**src/logic/spx_regs.svh**
```systemverilog
// constants for the serial audio input link of the transmitter
`ifndef SPX_REGS_SVH
`define SPX_REGS_SVH
// ----------------------------------------
// formats and widths
// ----------------------------------------
`define SPX_FMT_LJ 2'h0
`define SPX_FMT_I2S 2'h1
`define SPX_FMT_RJ 2'h2
`define SPX_WW_16 2'h0
`define SPX_WW_18 2'h1
`define SPX_WW_20 2'h2
`define SPX_WW_24 2'h3
// ----------------------------------------
// frame timing in serial clocks; serial clock divider in master clocks
// ----------------------------------------
`define SPX_HALF_BITS 6'h20
`define SPX_RJD_16 6'h10
`define SPX_RJD_18 6'h0E
`define SPX_RJD_20 6'h0C
`define SPX_RJD_24 6'h08
`define SPX_SCLK_DIV 8'h10
`endif

```
**src/logic/spx_pkg.sv**
```systemverilog
// types shared by both ends of the serial audio link
package spx_pkg;
    typedef logic [1:0] spx_fmt_t;
    typedef logic [1:0] spx_wid_t;
    typedef logic [23:0] spx_word_t;
endpackage

```
**src/logic/spx_link_if.sv**
```systemverilog
// serial audio link between source and transmitter input
`timescale 1ns/1ps
`default_nettype none
interface spx_link_if;
    logic sclk;
    logic fsync;
    logic sdata;
    modport source (output sclk, output fsync, output sdata);
    modport sink (input sclk, input fsync, input sdata);
endinterface
`default_nettype wire

```
**src/logic/spx_rx.sv**
```systemverilog
// transmitter serial input stage: captures left and right words
// ----------------------------------------
// Behaviour
// - left-justified, I2S and right-justified formats selectable
// - word widths 16, 18, 20 or 24
// - right-justified: sync high left, low right
// - data sampled on serial clock rising edge
// - rj msb delay 16 clocks@16, 14@18
// - rj msb delay 12 clocks@20, 8@24
// - 64 clocks per frame: rj lsb ends half
// ----------------------------------------
`include "spx_regs.svh"
`timescale 1ns/1ps
`default_nettype none
module spx_rx (
    input wire logic MCLK,
    input wire logic RESET_N,
    spx_link_if.sink LINK,
    input wire spx_pkg::spx_fmt_t FMT,
    input wire spx_pkg::spx_wid_t WID,
    output logic [23:0] LEFT_WORD,
    output logic [23:0] RIGHT_WORD,
    output logic WORD_VALID
);
    // ----------------------------------------
    // pin synchronisers
    // ----------------------------------------
    logic [1:0] sclk_sync_ff;
    logic [1:0] fs_sync_ff;
    logic [1:0] sd_sync_ff;
    logic sclk_d_ff;
    logic fs_d_ff;
    logic sclk_rise;
    logic fs_now;
    always_ff @(posedge MCLK) begin
        if (!RESET_N) begin
            sclk_sync_ff <= 2'h0;
            fs_sync_ff <= 2'h0;
            sd_sync_ff <= 2'h0;
            sclk_d_ff <= 1'h0;
        end else begin
            sclk_sync_ff <= {sclk_sync_ff[0], LINK.sclk};
            fs_sync_ff <= {fs_sync_ff[0], LINK.fsync};
            sd_sync_ff <= {sd_sync_ff[0], LINK.sdata};
            sclk_d_ff <= sclk_sync_ff[1];
        end
    end
    assign sclk_rise = sclk_sync_ff[1] & ~sclk_d_ff;
    assign fs_now = fs_sync_ff[1];
    // ----------------------------------------
    // bit position within half frame
    // ----------------------------------------
    logic [5:0] pos_ff;
    logic [5:0] first_pos;
    logic [4:0] nbits;
    logic [23:0] shift_ff;
    logic [4:0] got_ff;
    logic half_left;
    logic fs_edge;
    assign fs_edge = sclk_rise & (fs_now != fs_d_ff);
    always_comb begin
        case (WID)
            `SPX_WW_16: nbits = 5'h10;
            `SPX_WW_18: nbits = 5'h12;
            `SPX_WW_20: nbits = 5'h14;
            default: nbits = 5'h18;
        endcase
        case (FMT)
            `SPX_FMT_LJ: first_pos = 6'h00;
            `SPX_FMT_I2S: first_pos = 6'h01;
            default: begin
                // rj delay 16 and 18 bit
                // rj delay 20 and 24 bit
                case (WID)
                    `SPX_WW_16: first_pos = `SPX_RJD_16;
                    `SPX_WW_18: first_pos = `SPX_RJD_18;
                    `SPX_WW_20: first_pos = `SPX_RJD_20;
                    default: first_pos = `SPX_RJD_24;
                endcase
            end
        endcase
    end
    // the first sampled bit after the sync edge is position 0
    always_ff @(posedge MCLK) begin
        if (!RESET_N) begin
            pos_ff <= 6'h00;
            fs_d_ff <= 1'h0;
        end else if (sclk_rise) begin
            fs_d_ff <= fs_now;
            pos_ff <= fs_edge ? 6'h01 : pos_ff + 6'h01;
        end
    end
    logic [5:0] cur_pos;
    assign cur_pos = fs_edge ? 6'h00 : pos_ff;
    // rj and lj: high is left; I2S low is left
    assign half_left = (FMT == `SPX_FMT_I2S) ? ~fs_now : fs_now;
    logic left_ff;
    always_ff @(posedge MCLK) begin
        if (!RESET_N) begin
            shift_ff <= 24'h000000;
            got_ff <= 5'h00;
            left_ff <= 1'h0;
        end else if (sclk_rise) begin
            if (cur_pos == first_pos) begin
                shift_ff <= {23'h000000, sd_sync_ff[1]};
                got_ff <= 5'h01;
                left_ff <= half_left;
            end else if (got_ff != 5'h00 && got_ff < nbits) begin
                shift_ff <= {shift_ff[22:0], sd_sync_ff[1]};
                got_ff <= got_ff + 5'h01;
            end else begin
                got_ff <= 5'h00;
            end
        end
    end
    // ----------------------------------------
    // word hand-off, msb aligned to bit 23
    // ----------------------------------------
    logic [23:0] aligned;
    assign aligned = shift_ff << (5'h18 - nbits);
    // flag on the rise that shifts the lsb, so an rj word is handed
    // off before the sync edge that follows it
    logic last_bit;
    assign last_bit = (cur_pos != first_pos) && (got_ff != 5'h00)
        && (got_ff == nbits - 5'h01);
    logic done_ff;
    always_ff @(posedge MCLK) begin
        if (!RESET_N) begin
            done_ff <= 1'h0;
        end else begin
            done_ff <= sclk_rise & last_bit;
        end
    end
    // rj word completes at half-frame end
    always_ff @(posedge MCLK) begin
        if (!RESET_N) begin
            LEFT_WORD <= 24'h000000;
            RIGHT_WORD <= 24'h000000;
            WORD_VALID <= 1'h0;
        end else begin
            WORD_VALID <= done_ff & ~left_ff;
            if (done_ff && left_ff) begin
                LEFT_WORD <= aligned;
            end
            if (done_ff && !left_ff) begin
                RIGHT_WORD <= aligned;
            end
        end
    end
endmodule
`default_nettype wire

```
**src/flat_wrapper.sv**
```systemverilog
// flat-port wrapper written by rule: the top's interface ports become plain ports
module spx_rx_flat 
  (MCLK, RESET_N, FMT, WID, LEFT_WORD, RIGHT_WORD, WORD_VALID, LINK_sclk, LINK_fsync, LINK_sdata);
  spx_link_if LINK_i ();
  input wire logic MCLK;
  input wire logic RESET_N;
  input wire spx_pkg::spx_fmt_t FMT;
  input wire spx_pkg::spx_wid_t WID;
  output logic [23:0] LEFT_WORD;
  output logic [23:0] RIGHT_WORD;
  output logic WORD_VALID;
  input wire logic [$bits(LINK_i.sclk)-1:0] LINK_sclk;
  input wire logic [$bits(LINK_i.fsync)-1:0] LINK_fsync;
  input wire logic [$bits(LINK_i.sdata)-1:0] LINK_sdata;
  assign LINK_i.sclk = LINK_sclk;
  assign LINK_i.fsync = LINK_fsync;
  assign LINK_i.sdata = LINK_sdata;
  spx_rx u_core (.MCLK(MCLK), .RESET_N(RESET_N), .LINK(LINK_i), .FMT(FMT), .WID(WID), .LEFT_WORD(LEFT_WORD), .RIGHT_WORD(RIGHT_WORD), .WORD_VALID(WORD_VALID));
endmodule
```
**config.mk**
```make
export PLATFORM = sky130hd
export DESIGN_NAME = spx_rx_flat
export DESIGN_NICKNAME = d
export VERILOG_FILES = /design/src/logic/spx_pkg.sv /design/src/logic/spx_link_if.sv /design/src/logic/spx_rx.sv /design/src/flat_wrapper.sv
export VERILOG_INCLUDE_DIRS = /design/src /design/src/logic
export SDC_FILE = /design/constraint.sdc
export NUM_CORES = 1
export LEC_CHECK = 0
export ABC_AREA = 1
export BUFFER_PORTS_ARGS = -buffer_cell sky130_fd_sc_hd__buf_2
export CELL_PAD_IN_SITES_DETAIL_PLACEMENT = 0
export CELL_PAD_IN_SITES_GLOBAL_PLACEMENT = 1
export CORE_UTILIZATION = 46
export CTS_BUF_LIST = sky130_fd_sc_hd__clkbuf_4
export CTS_CLUSTER_SIZE = 40
export DETAILED_ROUTE_END_ITERATION = 16
export PLACE_DENSITY_LB_ADDON = 0.2
export SLEW_MARGIN = 20
export SYNTH_ARGS = -nofsm -noshare
export SYNTH_HDL_FRONTEND = slang
export SYNTH_SLANG_ARGS = --single-unit
export TNS_END_PERCENT = 1
```
**constraint.sdc**
```tcl
create_clock -name MCLK -period 5.8 [get_ports MCLK]
set_clock_uncertainty 0.15 [all_clocks]
set_input_delay 1.16 -clock MCLK [delete_from_list [all_inputs] [get_ports MCLK]]
set_output_delay 1.16 -clock MCLK [all_outputs]
set_load 0.03 [all_outputs]
```
==> results.txt <==
post-detail-place hpwl - 7.27 mm
final setup fails - 0
Post-Route Utilization - 51.5%
Synth warnings - 0
Peak Freq - 273 MHz
clk root buf - clkbuf_4
Final Non-Filler Cells - 830
Avg Inst Size Synth - 6.95 µm²
antenna-violating nets left - 0
global-route wire length before repair - 17.2 mm
core area - 9730 µm²
HP Class - reg -> reg
synthesized instance count - 660
Final Cycle Share - 63.1%
Leakage - 2.42 nW
DR vias/cell - 4.96
Post-Route Setup TNS - 0 ns
CTS resizes - 0
initial antenna violation count - 0
PD cells - 221 nW/µm²
ant diodes - 0
H-tree depth - 3
number of fill cells - 1026
Port-buffer cells - 57
TritonCTS Buffers - 9
Hold WS - 0.284 ns
area grow syn2layout - 9.08%
design area - 5010 µm²
unrepaired setup endpoints after global routing - no
CTS Hold Buffers Added - 0
crit-path max FO - 30
FP Rows - 36
setup ws final - 2.14 ns
die width - 102 µm
Crit. End Element - flop
CP arrival - 3.82 ns
worst-margin pin slew - 1.02 ns
Post CTS Setup Buffer Count - 0
Final #Nets - 712
most frequent cell after synthesis - nand2_1
status - completed
# IOs - 58
CTS tree - done
Tot GR Track Use - 21.3%
async set-reset flop share out of synthesis - 0%
Worst slew margin - 32.0%
Die ar. - 10400 µm²
Worst setup SP type - input port
placed inst area - 4860 µm²
Fin. Hold Viols - 0
DRC Markers - 0
Pwr Total - 1.11 mW
Yosys reg bits - 94
top cell type by total area after synthesis - dfxtp_1
pre-CTS WS - 1.66 ns
Final Slew Violations - 0
vias - 4117
number of library cell types mapped by synthesis - 30
total grt overflow - 0
Post-synth EDFFs - 0
share of cells above drive strength 1 - 13.6%
clk buf depth - 2
Synth Flop Type - dfxtp_1
RD Place Congestion - 0.782
drt total wl - 10.5 mm
Max Cap Viol - 0
FF/Latch Area - 1880 µm²
largest cells by area after synthesis - dfxtp_1, o21ai_0, nand3_1, nand2_1, nor2_1
synthesized area - 4590 µm²
DR pass1 iterations - 7
Initial Util - 47.2%
minimum clock period - 3.66 ns
Mapped Nets - 680
Worst-Skew Late Latency - 0.45 ns
total clock sinks - 94
die height - 102 µm
Yosys top cell area share - 41.0%
sequential share of the synthesized area - 41.0%
initial DRC count - 169
critical path required time - 5.96 ns
clock slew at reported path FFs - 0.14 ns
Crit Path Category - in -> reg
top post-synthesis cells by count - nand2_1, dfxtp_1, o21ai_0, nor2_1, inv_1
largest net degree at the start of global routing - 64
Max VDD drop - 83.4 µV
Cells after DPL - 814
area occupied by multi-input gates - 2180 µm²
WL per Instance - 12.7 µm
vias in the first global route - 3558
[cell type report]
cell class,count,area share (%)
clock buffer,9,1.35
inverter,86,6.47
tap,133,3.32
timing repair buffer,61,6.30
clock inverter,7,1.45
multi-input combinational,440,43.5
sequential,94,37.6
[state kept, by name, summed over array words and instances (netlist names)]
register and flops:
u_core.sd_sync_ff 2, u_core.LEFT_WORD 24, u_core.pos_ff 6, u_core.done_ff 1, u_core.sclk_sync_ff 2, u_core.got_ff 5, u_core.WORD_VALID 1, u_core.fs_d_ff 1
u_core.shift_ff 24, u_core.RIGHT_WORD 24, u_core.left_ff 1, u_core.fs_sync_ff 2, u_core.sclk_d_ff 1
[power by group]
group	leakage, nW	switching [mW]	internal (mW)
Clock	0.0723	0.226	0.132
Combinational	1.58	0.0706	0.0252
Sequential	0.758	0.00242	0.649
[layout by cell type, fill, tap and decap left out, drive strengths merged, types with 7 or more instances in the layout]
| master | instances |
|---|---|
| a21oi | 50 |
| buf | 61 |
| clkbuf | 9 |
| dfxtp | 94 |
| ha | 11 |
| inv | 86 |
| mux2i | 7 |
| nand2 | 100 |
| nand3 | 79 |
| nor2 | 88 |
| o21ai | 90 |
[critical path, stage by stage]
cell and delay [ns]:
buf_2 0.11, inv_1 0.10, ha_1 0.16, buf_4 0.30
ha_1 0.22, o21bai_1 0.07, a21oi_1 0.13, o21ai_1 0.09
nor2_2 0.77, inv_2 0.42, nand3_1 0.20, a21oi_1 0.08
[routing by layer]
layer | vias up | global-route usage (%) | part of all wire (%)
met5 | - | 0 | 0
met2 | 77 | 34.0 | 45
met4 | 0 | 6.26 | 1.1
li1 | 2185 | - | -
met1 | 1845 | 29.3 | 50
met3 | 10 | 4.04 | 3.5
[kinds of logic after synthesis]
group / count (synthesis) / share of synthesized area, %
AND/OR/NAND/NOR: 271 / 25.6
AO/OA/AOI/OAI: 145 / 16.1
buffers and inverters: 126 / 11.6
flip-flops: 94 / 41.0
adder cells (fa/ha/maj): 11 / 3.00
multiplexers: 7 / 1.53
XOR/XNOR: 6 / 1.15
[final timing paths]
path                                                         from                                end  slack, ns  cells after the start
worst max-delay path                                       WID[1]    u_core.shift_ff[1]$_SDFFE_PN0P_       2.14                     12
worst min-delay path            u_core.sclk_sync_ff[0]$_SDFF_PN0_  u_core.sclk_sync_ff[1]$_SDFF_PN0_       0.28                      2
worst max register to register      u_core.got_ff[2]$_SDFFE_PN0P_    u_core.shift_ff[1]$_SDFFE_PN0P_       2.89                      9
worst min register to register  u_core.sclk_sync_ff[0]$_SDFF_PN0_  u_core.sclk_sync_ff[1]$_SDFF_PN0_       0.28                      2
Note: power is estimated with default switching activity, not from simulation.
